==> config.mk <==
export PLATFORM = sky130hd
export DESIGN_NAME = fetc_top
export DESIGN_NICKNAME = d
export VERILOG_FILES = /design/src/common/fetc_pkg.sv /design/src/common/fetc_ptr_if.sv /design/src/verilog/fetc_top.sv /design/src/verilog/fetc_flag.sv /design/src/verilog/fetc_tx_ptr.sv
export VERILOG_INCLUDE_DIRS = /design/src /design/src/common
export SDC_FILE = /design/constraint.sdc
export NUM_CORES = 1
export LEC_CHECK = 0
export ABC_AREA = 1
export BUFFER_PORTS_ARGS = -buffer_cell sky130_fd_sc_hd__buf_2
export CAP_MARGIN = 20
export CORE_ASPECT_RATIO = 1.2
export CORE_MARGIN = 1
export CORE_UTILIZATION = 49
export CTS_BUF_LIST = sky130_fd_sc_hd__clkbuf_8 sky130_fd_sc_hd__clkbuf_16
export CTS_CLUSTER_SIZE = 8
export DETAILED_ROUTE_END_ITERATION = 10
export PLACE_DENSITY_LB_ADDON = 0.2
export SYNTH_ARGS = -nofsm -noshare
export SYNTH_HDL_FRONTEND = slang
export SYNTH_SLANG_ARGS = --single-unit
==> constraint.sdc <==
create_clock -name clk -period 2.5 [get_ports clk]
set_clock_uncertainty 0.05 [all_clocks]
set_input_delay 0.75 -clock clk [delete_from_list [all_inputs] [get_ports clk]]
set_output_delay 0.75 -clock clk [all_outputs]
set_load 0.02 [all_outputs]
==> src/common/fetc_params.svh <==
// Register offsets, field positions and reset values of the FIFO event-clear block.
`ifndef FETC_PARAMS_SVH
`define FETC_PARAMS_SVH

`define FETC_ADDR_W            8
`define FETC_OFS_EVENT_CLEAR   8'h00
`define FETC_OFS_TX_CTRL       8'h04
`define FETC_OFS_STATUS        8'h08

`define FETC_CLR_STD_RX        0
`define FETC_CLR_RX_ERR        1
`define FETC_CLR_ALT_RX        2
`define FETC_CLR_STD_TX        8
`define FETC_CLR_TX_ERR        9
`define FETC_CLR_BYPASS        10
`define FETC_CLR_RX_FLUSH      14
`define FETC_CLR_TX_FLUSH      15

`define FETC_CTL_PTR_LSB       0
`define FETC_CTL_PTR_MSB       5
`define FETC_CTL_LIMIT_LSB     8
`define FETC_CTL_LIMIT_MSB     13
`define FETC_CTL_TRIG_MODE     14
`define FETC_CTL_TRIG_EN       15
`define FETC_CTL_SIZE_LSB      24
`define FETC_CTL_SIZE_MSB      26
`define FETC_CTL_LOF           28
`define FETC_CTL_RMASK         32'h170_0ff00

`define FETC_STS_TRIG_SET      14
`define FETC_STS_LEVEL_LSB     24

`define FETC_SIZE_OFF          3'h0
`define FETC_SIZE_MAX          3'h6
`define FETC_CTRL_RESET        32'h0000_0000
`define FETC_ZERO32            32'h0000_0000

`endif

==> src/common/fetc_pkg.sv <==
// Types shared by the FIFO event-clear block modules.
package fetc_pkg;

  // Indices of the sticky event flags.
  typedef enum logic [2:0]
  {
    FETC_F_STD_RX = 3'b000,
    FETC_F_RX_ERR = 3'b001,
    FETC_F_ALT_RX = 3'b010,
    FETC_F_STD_TX = 3'b011,
    FETC_F_TX_ERR = 3'b100,
    FETC_F_BYPASS = 3'b101
  } fetc_flag_t;

  // Held fields of the transmit FIFO control register.
  typedef struct packed
  {
    logic       overflow_direction_select;
    logic [2:0] size;
    logic       trig_en;
    logic       trig_mode;
    logic [5:0] limit;
  } fetc_tx_ctrl_t;

endpackage

==> src/common/fetc_ptr_if.sv <==
// Carrier between the control logic and the transmit pointer keeper.
`timescale 1ns/10ps
interface fetc_ptr_if;
  logic       push;
  logic       pop;
  logic       flush;
  logic       load;
  logic [5:0] load_val;
  logic [2:0] size;
  logic [5:0] in_ptr;
  logic [5:0] out_ptr;
  logic [6:0] level;
  logic       full;

  modport ctrl (output push, pop, flush, load, load_val, size,
                input in_ptr, out_ptr, level, full);
  modport keep (input push, pop, flush, load, load_val, size,
                output in_ptr, out_ptr, level, full);
endinterface

==> src/verilog/fetc_top.sv <==
// FIFO event-clear, flush and transmit FIFO control for a serial channel.
//
// Contract
// Writing one to bit 0 clears the standard receive event flag.
// Writing one to bit 1 clears the receive error event flag.
// Writing one to bit 2 clears the alternative receive event flag.
// Writing one to bit 8 clears the standard transmit event flag.
// Writing one to bit 9 clears the transmit error event flag.
// Writing one to bit 10 clears the bypass word valid flag.
// Bit 14 flushes the receive FIFO: level zero, output pointer to input.
// Bit 15 flushes the transmit FIFO: level zero, output pointer to input.
// Software flushes a FIFO only while it carries no traffic.
// Unused clear register bits read zero; software writes them zero.
// Transmit control writes are dropped unless the transmit function is enabled.
// Pointer start field bits 5..0 is write only and reads zero.
// Start write with size zero loads both pointers and empties the buffer.
// Start write with nonzero size is ignored.
// Limit field bits 13..8 holds the standard transmit event level.
// Trigger mode zero: trigger raises events; cleared when level equals limit.
// Trigger mode one: same events; cleared when level equals buffer size.
// Bit 15 enables events through the software trigger flag.
// Every read of the clear register returns zero.
// Overflow select picks downward on transmit or upward on write.
// Size code zero disables the transmit FIFO; no data accepted.
//
// Chosen here: the strobed register port and the register addresses.
`timescale 1ns/10ps
`include "fetc_params.svh"
module fetc_top
  import fetc_pkg::*;
(
  // Clock and reset.
  input  wire logic                    clk,
  input  wire logic                    rst_n,
  // Register port.
  input  wire logic [`FETC_ADDR_W-1:0] addr,
  input  wire logic [31:0]             wdata,
  input  wire logic                    wr,
  input  wire logic                    rd,
  output logic      [31:0]             rdata,
  // Channel configuration.
  input  wire logic                    tx_fifo_function_enable,
  // Event sources from the channel.
  input  wire logic                    std_rx_event,
  input  wire logic                    rx_error_event,
  input  wire logic                    alt_rx_event,
  input  wire logic                    bypass_word_load,
  // Transmit data path.
  input  wire logic                    tx_data_write,
  input  wire logic                    tx_word_transfer,
  // Flags.
  output logic                         std_rx_event_flag,
  output logic                         rx_error_event_flag,
  output logic                         alt_rx_event_flag,
  output logic                         std_tx_event_flag,
  output logic                         tx_error_event_flag,
  output logic                         bypass_word_valid,
  output logic                         sw_trigger_flag,
  // Receive FIFO flush request.
  output logic                         rx_fifo_flush,
  // Transmit FIFO state.
  output logic      [5:0]              tx_input_pointer,
  output logic      [5:0]              tx_output_pointer,
  output logic      [6:0]              tx_fill_level
);

  fetc_ptr_if    pif ();
  fetc_tx_ctrl_t transmit_fifo_control;
  logic          wr_clear;
  logic          wr_ctrl;
  logic          wr_status;
  logic          ctrl_ok;
  logic          tx_fifo_flush;
  logic          push_ok;
  logic          pop_ok;
  logic          limit_event;
  logic          trig_event;
  logic          trig_done;
  logic [6:0]    entries;
  logic [5:0]    flag_set;
  logic [5:0]    flag_clr;
  logic [5:0]    flag_q;
  logic [31:0]   next_rdata;

  // Address decode of the three registers.
  assign wr_clear  = wr && (addr == `FETC_OFS_EVENT_CLEAR);
  assign wr_ctrl   = wr && (addr == `FETC_OFS_TX_CTRL);
  assign wr_status = wr && (addr == `FETC_OFS_STATUS);
  assign ctrl_ok   = wr_ctrl && tx_fifo_function_enable;

  // Transmit control fields. The pointer start field is not stored.
  always_ff @(posedge clk or negedge rst_n)
  begin
    if (!rst_n)
      transmit_fifo_control <= fetc_tx_ctrl_t'(`FETC_CTRL_RESET);
    else if (ctrl_ok)
    begin
      transmit_fifo_control.limit     <= wdata[`FETC_CTL_LIMIT_MSB:`FETC_CTL_LIMIT_LSB];
      transmit_fifo_control.trig_mode <= wdata[`FETC_CTL_TRIG_MODE];
      transmit_fifo_control.trig_en   <= wdata[`FETC_CTL_TRIG_EN];
      transmit_fifo_control.size      <= wdata[`FETC_CTL_SIZE_MSB:`FETC_CTL_SIZE_LSB];
      transmit_fifo_control.overflow_direction_select       <= wdata[`FETC_CTL_LOF];
    end
  end

  // Pointer keeper controls.
  assign entries = (transmit_fifo_control.size > `FETC_SIZE_MAX) ? 7'h40
                 : (7'h01 << transmit_fifo_control.size);
  assign tx_fifo_flush = wr_clear && wdata[`FETC_CLR_TX_FLUSH];
  // Size zero keeps the FIFO shut, so writes are not taken at all.
  assign push_ok = tx_data_write && (transmit_fifo_control.size != `FETC_SIZE_OFF);
  assign pop_ok  = tx_word_transfer && (pif.level != 7'h00);

  assign pif.push  = push_ok;
  assign pif.pop   = tx_word_transfer;
  assign pif.flush = tx_fifo_flush;
  // The load only goes through while the buffer has no entries assigned.
  assign pif.load  = ctrl_ok && (transmit_fifo_control.size == `FETC_SIZE_OFF);
  assign pif.load_val = wdata[`FETC_CTL_PTR_MSB:`FETC_CTL_PTR_LSB];
  assign pif.size  = transmit_fifo_control.size;

  fetc_tx_ptr u_tx_ptr
  (
    .clk   (clk),
    .rst_n (rst_n),
    .pif   (pif.keep)
  );

  // Limit crossing: level sits at the limit and moves in the chosen direction.
  always_comb
  begin
    limit_event = 1'b0;
    if (transmit_fifo_control.overflow_direction_select)
      limit_event = push_ok && !pif.full && !pop_ok
                  && (pif.level == {1'b0, transmit_fifo_control.limit});
    else
      limit_event = pop_ok && !push_ok
                  && (pif.level == {1'b0, transmit_fifo_control.limit});
  end

  // Trigger events follow the same direction choice as the limit event.
  assign trig_event = sw_trigger_flag && transmit_fifo_control.trig_en
                    && (transmit_fifo_control.overflow_direction_select ? push_ok : pop_ok);

  // Trigger finishes at the limit in mode zero, at the full size in mode one.
  assign trig_done = transmit_fifo_control.trig_mode
                   ? (pif.level == entries)
                   : (pif.level == {1'b0, transmit_fifo_control.limit});

  // Software trigger flag; a set by software wins over the hardware clear.
  always_ff @(posedge clk or negedge rst_n)
  begin
    if (!rst_n)
      sw_trigger_flag <= 1'b0;
    else if (wr_status && wdata[`FETC_STS_TRIG_SET])
      sw_trigger_flag <= 1'b1;
    else if (trig_done)
      sw_trigger_flag <= 1'b0;
  end

  // Flag set sources, one per flag index.
  always_comb
  begin
    flag_set = 6'h00;
    flag_set[FETC_F_STD_RX] = std_rx_event;
    flag_set[FETC_F_RX_ERR] = rx_error_event;
    flag_set[FETC_F_ALT_RX] = alt_rx_event;
    flag_set[FETC_F_STD_TX] = limit_event || trig_event;
    // Writing a full buffer with no word transfer in the same cycle is the transmit error.
    flag_set[FETC_F_TX_ERR] = push_ok && pif.full && !pop_ok;
    flag_set[FETC_F_BYPASS] = bypass_word_load;
  end

  // Clear strobes; zero bits leave their flags alone.
  always_comb
  begin
    flag_clr = 6'h00;
    flag_clr[FETC_F_STD_RX] = wr_clear && wdata[`FETC_CLR_STD_RX];
    flag_clr[FETC_F_RX_ERR] = wr_clear && wdata[`FETC_CLR_RX_ERR];
    flag_clr[FETC_F_ALT_RX] = wr_clear && wdata[`FETC_CLR_ALT_RX];
    flag_clr[FETC_F_STD_TX] = wr_clear && wdata[`FETC_CLR_STD_TX];
    flag_clr[FETC_F_TX_ERR] = wr_clear && wdata[`FETC_CLR_TX_ERR];
    flag_clr[FETC_F_BYPASS] = wr_clear && wdata[`FETC_CLR_BYPASS];
  end

  // One sticky flag per event.
  for (genvar i = 0; i < 6; i++)
  begin : g_flag
    fetc_flag u_flag
    (
      .clk   (clk),
      .rst_n (rst_n),
      .set   (flag_set[i]),
      .clr   (flag_clr[i]),
      .flag  (flag_q[i])
    );
  end

  assign std_rx_event_flag   = flag_q[FETC_F_STD_RX];
  assign rx_error_event_flag = flag_q[FETC_F_RX_ERR];
  assign alt_rx_event_flag   = flag_q[FETC_F_ALT_RX];
  assign std_tx_event_flag   = flag_q[FETC_F_STD_TX];
  assign tx_error_event_flag = flag_q[FETC_F_TX_ERR];
  assign bypass_word_valid   = flag_q[FETC_F_BYPASS];

  // Receive flush is a one-cycle pulse to the receive FIFO keeper.
  // Flushing during traffic may drop a word in flight; software avoids that.
  always_ff @(posedge clk or negedge rst_n)
  begin
    if (!rst_n)
      rx_fifo_flush <= 1'b0;
    else
      rx_fifo_flush <= wr_clear && wdata[`FETC_CLR_RX_FLUSH];
  end

  // Transmit state mirrors are straight from the keeper's flip-flops.
  assign tx_input_pointer  = pif.in_ptr;
  assign tx_output_pointer = pif.out_ptr;
  assign tx_fill_level     = pif.level;

  // Read mux; unmapped addresses and the clear register read zero.
  always_comb
  begin
    next_rdata = `FETC_ZERO32;
    case (addr)
      `FETC_OFS_EVENT_CLEAR: next_rdata = `FETC_ZERO32;
      `FETC_OFS_TX_CTRL:
      begin
        // Pointer start bits stay zero on read.
        next_rdata[`FETC_CTL_LIMIT_MSB:`FETC_CTL_LIMIT_LSB] = transmit_fifo_control.limit;
        next_rdata[`FETC_CTL_TRIG_MODE] = transmit_fifo_control.trig_mode;
        next_rdata[`FETC_CTL_TRIG_EN]   = transmit_fifo_control.trig_en;
        next_rdata[`FETC_CTL_SIZE_MSB:`FETC_CTL_SIZE_LSB] = transmit_fifo_control.size;
        next_rdata[`FETC_CTL_LOF]       = transmit_fifo_control.overflow_direction_select;
      end
      `FETC_OFS_STATUS:
      begin
        next_rdata[`FETC_CLR_STD_RX] = flag_q[FETC_F_STD_RX];
        next_rdata[`FETC_CLR_RX_ERR] = flag_q[FETC_F_RX_ERR];
        next_rdata[`FETC_CLR_ALT_RX] = flag_q[FETC_F_ALT_RX];
        next_rdata[`FETC_CLR_STD_TX] = flag_q[FETC_F_STD_TX];
        next_rdata[`FETC_CLR_TX_ERR] = flag_q[FETC_F_TX_ERR];
        next_rdata[`FETC_CLR_BYPASS] = flag_q[FETC_F_BYPASS];
        next_rdata[`FETC_STS_TRIG_SET] = sw_trigger_flag;
        next_rdata[`FETC_STS_LEVEL_LSB +: 7] = pif.level;
      end
      default: next_rdata = `FETC_ZERO32;
    endcase
  end

  // Read data stand only in the cycle after the read strobe.
  always_ff @(posedge clk or negedge rst_n)
  begin
    if (!rst_n)
      rdata <= `FETC_ZERO32;
    else if (rd)
      rdata <= next_rdata;
    else
      rdata <= `FETC_ZERO32;
  end

endmodule

==> src/verilog/fetc_flag.sv <==
// One sticky event flag: hardware set wins over a software clear.
`timescale 1ns/10ps
module fetc_flag
(
  // Clock and reset.
  input  wire logic clk,
  input  wire logic rst_n,
  // Set and clear strobes.
  input  wire logic set,
  input  wire logic clr,
  // Flag state.
  output logic      flag
);

  // A set in the clearing cycle survives, so no event is lost.
  always_ff @(posedge clk or negedge rst_n)
  begin
    if (!rst_n)
      flag <= 1'b0;
    else if (set)
      flag <= 1'b1;
    else if (clr)
      flag <= 1'b0;
  end

endmodule

==> src/verilog/fetc_tx_ptr.sv <==
// Transmit FIFO pointers and filling level.
`timescale 1ns/10ps
`include "fetc_params.svh"
module fetc_tx_ptr
(
  // Clock and reset.
  input  wire logic clk,
  input  wire logic rst_n,
  // Control side.
  fetc_ptr_if.keep  pif
);

  logic [5:0] base;
  logic [6:0] entries;
  logic [5:0] next_in;
  logic [5:0] next_out;
  logic       do_push;
  logic       do_pop;

  // Codes above the largest size are clamped to it.
  assign entries = (pif.size > `FETC_SIZE_MAX) ? 7'h40 : (7'h01 << pif.size);
  assign pif.full = (pif.level == entries);
  assign do_push = pif.push && (pif.size != `FETC_SIZE_OFF) && !pif.full;
  assign do_pop  = pif.pop && (pif.level != 7'h00);

  // Pointers wrap inside the region that starts at the loaded base.
  // The offset is kept to six bits, so a region that runs past the top
  // of the pointer space still measures its distance from the base right.
  assign next_in  = (({1'b0, 6'(pif.in_ptr - base)} + 7'h01) == entries)
                  ? base : pif.in_ptr + 6'h01;
  assign next_out = (({1'b0, 6'(pif.out_ptr - base)} + 7'h01) == entries)
                  ? base : pif.out_ptr + 6'h01;

  // Base value, updated only by an accepted start-value load.
  always_ff @(posedge clk or negedge rst_n)
  begin
    if (!rst_n)
      base <= 6'h00;
    else if (pif.load)
      base <= pif.load_val;
  end

  // Input pointer.
  always_ff @(posedge clk or negedge rst_n)
  begin
    if (!rst_n)
      pif.in_ptr <= 6'h00;
    else if (pif.load)
      pif.in_ptr <= pif.load_val;
    else if (do_push)
      pif.in_ptr <= next_in;
  end

  // Output pointer; a flush snaps it onto the input pointer.
  always_ff @(posedge clk or negedge rst_n)
  begin
    if (!rst_n)
      pif.out_ptr <= 6'h00;
    else if (pif.load)
      pif.out_ptr <= pif.load_val;
    else if (pif.flush)
      pif.out_ptr <= do_push ? next_in : pif.in_ptr;
    else if (do_pop)
      pif.out_ptr <= next_out;
  end

  // Filling level; a flush empties the buffer, dropping a word written alongside too.
  always_ff @(posedge clk or negedge rst_n)
  begin
    if (!rst_n)
      pif.level <= 7'h00;
    else if (pif.load || pif.flush)
      pif.level <= 7'h00;
    else if (do_push && !do_pop)
      pif.level <= pif.level + 7'h01;
    else if (do_pop && !do_push)
      pif.level <= pif.level - 7'h01;
  end

endmodule

==> run_results.csv, run 1 <==
group,metric,value,unit
critical_path,crit_path_start_kind,"flop",
cts,cts.sinks,63,
floorplanning,rows,37,
final_layout,nNetsFinal,877,
yosys,synth_seq_area_share,0.354,
cts,cts_tree,"built",
global_route,overflow,0,
floorplanning,pin_count,110,
yosys,syn_area,4460,sq um
cts,clk_pin_slew,0.07,ns
detailed_routing,route.detailed.wl_per_inst,15.6,microns
timing,min_period,2.81,ns
critical_path,cp-end-kind,"flop",
final_layout,utilization,0.736,
flow_run,maxCapViolations,0,
floorplanning,initial_core_util,0.512,
timing,period_share,1.12,
cts,hold_buffers,0,
critical_path,critPathKind,"reg2reg",
final_layout,antenna_cells,0,
pwr,p_total,6.48,mW
floorplanning,die_y,106,microns
critical_path,cp.required,2.72,ns
status,status,"complete, but fails checks",
cts,clock_path_buffers,2,
cts,ctsHtreeMaxLevel,3,
floorplanning,die_x,89.1,microns
detailed_routing,totalWireLength,14400,microns
floorplanning,core,8700,sq um
detailed_routing,antenna_left,0,
cts,clk_latency,0.35,ns
global_route,grt_max_degree,49,
yosys,yosys_register_bits,63,
critical_path,crit_fanout,6,
pwr,p_per_area,1010,nW/um^2
yosys,synth_cell_types,41,
status,violations,"negative setup slack",
pwr,p_leak,3.44,nW
detailed_routing,viasPerCell,5.35,
placed_design,gp_congestion,0.918,
critical_path,crit_path_max_incr_delay,0.50,ns
timing,report.final.setup_viol,17,
cts,cts_buffers,9,
detailed_routing,dr.pass1.iters,5,
timing,setup_ws,-0.311,ns
detailed_routing,drtIter0Drc,286,
placed_design,port_buffers,81,
final_layout,syn_to_final_growth,43.6,%
detailed_routing,drc_errors,0,
global_route,antenna_found_initial,0,
placed_design,hpwlAfterDp,10100,microns
critical_path,crit_slowest_cell,"fa_1",
yosys,netlist_instances,609,
floorplanning,dieArea,9480,sq um
yosys,synth_area_leader_cell,"dfrtp_1",
final_layout,drive_gt1_frac,0.372,
critical_path,crit_arrival,3.03,ns
yosys,synth_area_per_cell,7.32,sq um
critical_path,crit_top_cell,"nand2_2",
global_route,grt_use_total,0.307,
hold_path,hold_path_class,"in2async",
pwr,ir_worst_vdd,0.000828,V
timing,slew_viol_final,0,
timing,tightest_slew,0.648,ns
cts,cts_root_buf,"clkbuf_8",
yosys,synth_top_cell_area_share,0.354,
timing,relSlewSlack,0.557,
timing,rsz0062_at_grt,"true",
yosys,yosysWarningCount,0,
global_route,grt_pass1_wl,22200,microns
global_route,grt_pass1_vias,4771,
yosys,synth.area.top_cells,"dfrtp_1 35%, nand2_1 12%, nand3_1 8.2%",
timing,finalHoldViolations,0,
timing,fmax,356,MHz
critical_path,path_cells,"ha_4 -> fa_1 -> inv_2 -> ha_4 -> xor2_1 -> nand3_1 -> nor2_1 -> nand3_2 -> nor2_4 -> nand3_4 -> nand2_2 -> nand3_2 -> nand2_2 -> nand2_2 -> a21oi_2",
detailed_routing,vias,4940,
==> what timing repair did <==
| action | CTS | global route |
|---|---|---|
| gates resized for setup | 28 | 52 |
| pin swaps | 41 | 33 |
| setup endpoints to repair | 15 | 17 |
| setup buffers | 12 | 8 |
==> through the flow <==
stage                     hold slack, ns  setup TNS, ns  setup WS (ns)  cells  cell area [sq um]
after floorplan                    0.403          -1.24         -0.152    622               4570
after global placement             0.419          -3.69         -0.346    889               5700
after detailed placement           0.423          -4.28         -0.439    889               5700
after CTS                          0.279          -3.69         -0.321    916               6130
after global routing               0.293          -5.96         -0.495    924               6400
final                              0.278          -3.63         -0.311    924               6400
==> cells by family after synthesis <==
logic type | after synthesis | synth area share
AOI/OAI and AO/OA | 76 | 0.101
xor gates and xnor gates | 23 | 0.0452
adders and majority gates | 24 | 0.0724
buffers and inverters | 119 | 0.113
DFF | 63 | 0.354
other | 1 | 0.000841
and+or+nand+nor | 303 | 0.313
==> synth_stat cells (all sizes together) <==
cell     instances
a221oi           1
nor4             1
nand4           21
dfrtp           63
inv             97
o211ai           3
nor2            51
xor2            16
ha              21
o21ai           25
o22ai           10
nand3b           4
or2              2
a2111oi          1
nor3             4
o21bai           5
buf             16
a21oi           26
clkbuf           5
xnor2            7
o2111ai          3
o221ai           1
nand2          143
o31ai            1
fa               3
conb             1
clkinv           1
nand3           77
==> worst max-delay path: cells and delay by family (launching register included) <==
family	cells	cell delay, ns
flip-flops	1	0.46
AO/OA/AOI/OAI	1	0.14
AND/OR/NAND/NOR	9	0.96
adder cells (fa/ha/maj)	3	0.94
buffers and inverters	1	0.06
XOR/XNOR	1	0.13
==> power by group <==
group / leakage, nW / switching [mW] / internal [mW]
Combinational: 2.61 / 2.41 / 1.83
Clock: 0.106 / 0.414 / 0.475
Sequential: 0.733 / 0.159 / 1.19
==> state kept, by name (all words and copies together), names as in the netlist <==
register,count
g_flag.u_flag.flag,6
pif.size,3
rdata,18
rx_fifo_flush,1
sw_trigger_flag,1
transmit_fifo_control,9
u_tx_ptr.base,6
u_tx_ptr.pif.in_ptr,6
u_tx_ptr.pif.level,7
u_tx_ptr.pif.out_ptr,6
==> cell type report <==
| cell class | count | area (sq um) |
|---|---|---|
| clock inverter | 6 | 53.8 |
| timing repair buffer | 190 | 1310 |
| multi-input combinational | 440 | 2800 |
| tap | 117 | 146 |
| fill | 677 | 2300 |
| inverter | 98 | 379 |
| clock buffer | 10 | 138 |
| sequential | 63 | 1580 |
==> metal layers <==
metal / vias up / global-route usage / routed length, microns
met3: 51 / 0.0714 / 964
met1: 2306 / 0.362 / 5540
met4: 0 / 0.126 / 529
met2: 235 / 0.529 / 7370
li1: 2348 / - / -
met5: - / 0 / 0
==> cells in the final DEF, fill, tap and decap left out, drive strengths merged <==
cell / n
inv: 99
o31ai: 1
or2: 2
conb: 14
nand3: 77
clkinvlp: 1
nor2: 51
a221oi: 1
nand4: 21
o21ai: 25
clkbuf: 10
a21oi: 26
nor3: 4
a2111oi: 1
o2111ai: 3
buf: 190
bufinv: 1
nand3b: 4
clkinv: 3
o211ai: 3
nor4: 1
o22ai: 10
ha: 21
xnor2: 7
nand2: 143
fa: 3
o221ai: 1
o21bai: 5
xor2: 16
dfrtp: 63
==> worst paths after layout <==
| path | from | to | slack, ns | depth (start not counted) |
|---|---|---|---|---|
| min in group clk | transmit_fifo_control[6]$_DFFE_PN0P_ | transmit_fifo_control[6]$_DFFE_PN0P_ | 0.44 | 2 |
| max in group asynchronous | rst_n | pif.size[0]$_DFFE_PN0P_ | 1.51 | 2 |
| hold reg to reg | transmit_fifo_control[6]$_DFFE_PN0P_ | transmit_fifo_control[6]$_DFFE_PN0P_ | 0.44 | 2 |
| setup reg to reg | u_tx_ptr.base[0]$_DFFE_PN0P_ | u_tx_ptr.pif.out_ptr[0]$_DFFE_PN0P_ | -0.31 | 15 |
| hold / removal | rst_n | rx_fifo_flush$_DFF_PN0_ | 0.28 | 1 |
| setup / recovery | u_tx_ptr.base[0]$_DFFE_PN0P_ | u_tx_ptr.pif.out_ptr[0]$_DFFE_PN0P_ | -0.31 | 15 |
Power figures use the tool's default switching activity.
==> run 2, diff against run 1 <==
TNS_END_PERCENT = 30   (was not set)
==> run_results.csv, run 2 (synthesis gave the netlist of run 1 again) <==
group,metric,value,unit
status,status,"complete, but fails checks",
status,violations,"negative setup slack",
final_layout,utilization,0.701,
critical_path,r2r-start,"u_tx_ptr.base[0]$_DFFE_PN0P_",
critical_path,critPathKind,"reg2reg",
cts,clk_pin_slew,0.07,ns
floorplanning,initial_core_util,0.512,
critical_path,regToRegSetupSlack,-0.28,ns
detailed_routing,viasPerCell,5.23,
critical_path,crit_path_max_incr_delay,0.49,ns
final_layout,finish.instance_area,6100,sq um
critical_path,critical-path-top-delay-family,"simple AND/OR/NAND/NOR gates",
cts,cts_buffers,9,
timing,rsz0062_at_grt,"true",
global_route,grt_use_total,0.285,
detailed_routing,route.detailed.wl_per_inst,14.4,microns
detailed_routing,vias,4748,
critical_path,crit_path_start_kind,"flop",
critical_path,path_cells,"ha_4 -> fa_1 -> inv_2 -> ha_4 -> xor2_1 -> nand3_1 -> nor2_2 -> nand3_2 -> nor2_4 -> nand3_4 -> nand2_1 -> nand3_1 -> nand2_2 -> nand2_2 -> a21oi_2",
pwr,ir_worst_vdd,0.000796,V
pwr,p_leak,3.32,nW
final_layout,regMostFlops,"rdata",
final_layout,nFillCells,724,
timing,period_share,1.11,
placed_design,placed_area,5650,sq um
critical_path,cp-end-kind,"flop",
timing,setup_ws,-0.277,ns
cts,cts_root_buf,"clkbuf_8",
cts,ctsHtreeMaxLevel,3,
global_route,antenna_found_initial,0,
critical_path,rr_endpoint,"u_tx_ptr.pif.out_ptr[0]$_DFFE_PN0P_",
detailed_routing,drtIter0Drc,276,
global_route,grt_pass1_vias,4647,
critical_path,crit_arrival,3.00,ns
final_layout,final_cell_mix,"129 x nand2_1, 87 x buf_4, 86 x inv_1, 81 x buf_2, 68 x nand3_1",
final_layout,antenna_cells,0,
final_layout,drive_gt1_frac,0.330,
floorplanning,die_y,106,microns
timing,finalHoldViolations,0,
timing,min_period,2.78,ns
detailed_routing,drc_errors,0,
detailed_routing,dr.pass1.iters,6,
final_layout,seqCellArea,1580,sq um
timing,relSlewSlack,0.638,
detailed_routing,totalWireLength,13100,microns
critical_path,crit_slowest_cell,"fa_1",
placed_design,hpwlAfterDp,10100,microns
cts,clk_latency,0.34,ns
critical_path,r2r_cells,15,
floorplanning,die_x,89.1,microns
global_route,grt_pass1_wl,20700,microns
pwr,p_per_area,1000,nW/um^2
cts,cts_tree,"built",
floorplanning,rows,37,
floorplanning,pin_count,110,
floorplanning,dieArea,9480,sq um
critical_path,cp.required,2.72,ns
hold_path,hold_path_class,"in2async",
cts,cts.sinks,63,
final_layout,syn_to_final_growth,36.8,%
placed_design,port_buffers,81,
final_layout,layout_commonest_cell,"nand2_1",
timing,tightest_slew,0.529,ns
timing,tns,-2.95,ns
pwr,p_total,6.11,mW
floorplanning,core,8700,sq um
cts,clock_path_buffers,2,
final_layout,largest_reg_flops,18,
final_layout,nNetsFinal,860,
final_layout,reg_top3,"rdata (18), transmit_fifo_control (9), u_tx_ptr.pif.level (7)",
placed_design,gp_congestion,0.885,
detailed_routing,antenna_left,0,
critical_path,crit_fanout,7,
critical_path,crit_buf_inv,1,
flow_run,maxCapViolations,0,
global_route,grt_max_degree,47,
timing,fmax,360,MHz
timing,slew_viol_final,0,
final_layout,multi_input_area,2650,sq um
timing,report.final.setup_viol,15,
global_route,overflow,0,
timing,timing.hold.ws,0.302,ns
[run 2: cell count changes in the layout (fill, tap and decap cells not counted), moves of 3 or more]
cell     before  now
nor2_4        6    3
nand3_1      58   68
buf_4        96   87
buf_6         9    2
nand3_2      15    7
nand2_1     125  129
[run 2: how the worst max path moves through the flow]
stage / startpoint / end / slack, ns / cells past startpoint
after detailed placement: u_tx_ptr.base[0]$_DFFE_PN0P_ / u_tx_ptr.pif.out_ptr[0]$_DFFE_PN0P_ / -0.42 / 15
final: u_tx_ptr.base[0]$_DFFE_PN0P_ / u_tx_ptr.pif.out_ptr[0]$_DFFE_PN0P_ / -0.28 / 15
after floorplan: u_tx_ptr.pif.out_ptr[0]$_DFFE_PN0P_ / u_tx_ptr.pif.out_ptr[0]$_DFFE_PN0P_ / -0.15 / 16
after global placement: u_tx_ptr.base[0]$_DFFE_PN0P_ / u_tx_ptr.pif.out_ptr[0]$_DFFE_PN0P_ / -0.35 / 15
after CTS: u_tx_ptr.base[0]$_DFFE_PN0P_ / u_tx_ptr.pif.out_ptr[0]$_DFFE_PN0P_ / -0.31 / 15
after global routing: pif.size[2]$_DFFE_PN0P_ / u_tx_ptr.pif.level[6]$_DFFE_PN0P_ / -0.44 / 19
[run 2: layout make-up]
class	count	area share
clock buffers	12	0.0271
repair buffers	173	0.187
clock inverters	4	0.00739
multi-input cells	440	0.434
inverters	98	0.0609
flip-flops and latches	63	0.259
well taps	117	0.0240
[run 2: metrics by stage]
stage                     setup WS [ns]  instances
final                            -0.277        907
after floorplan                  -0.152        622
after detailed placement         -0.420        883
after global placement           -0.349        883
after CTS                        -0.310        904
after global routing             -0.438        907
[run 2: what timing repair did]
item / in CTS / in global routing
pin swaps: 23 / 19
gates cloned: 0 / 0
setup endpoints to repair: 15 / 16
resized for setup: 15 / 24
buffers inserted: 5 / 3
hold buffers: 0 / 0
[run 2: worst register-to-register path: stages (launching register included)]
cell and delay, ns:
dfrtp_2 0.45, ha_4 0.18, fa_1 0.49, inv_2 0.05, ha_4 0.26, xor2_1 0.12
nand3_1 0.10, nor2_2 0.11, nand3_2 0.09, nor2_4 0.22, nand3_4 0.13, nand2_1 0.08
nand3_1 0.07, nand2_2 0.11, nand2_2 0.07, a21oi_2 0.12
[run 2: per-layer routing]
metal	up-vias	GRT usage	wire length, microns
met1	2228	0.325	5050
met4	0	0.124	399
li1	2315	-	-
met3	33	0.0629	700
met5	-	0	0
met2	172	0.502	6950
[run 2: power by group]
part	total [mW]	internal [mW]	switching (mW)	leakage (nW)
Clock	0.922	0.535	0.387	0.111
Sequential	1.36	1.20	0.165	0.734
Combinational	3.82	1.63	2.20	2.48
Total	6.11	3.36	2.75	3.32
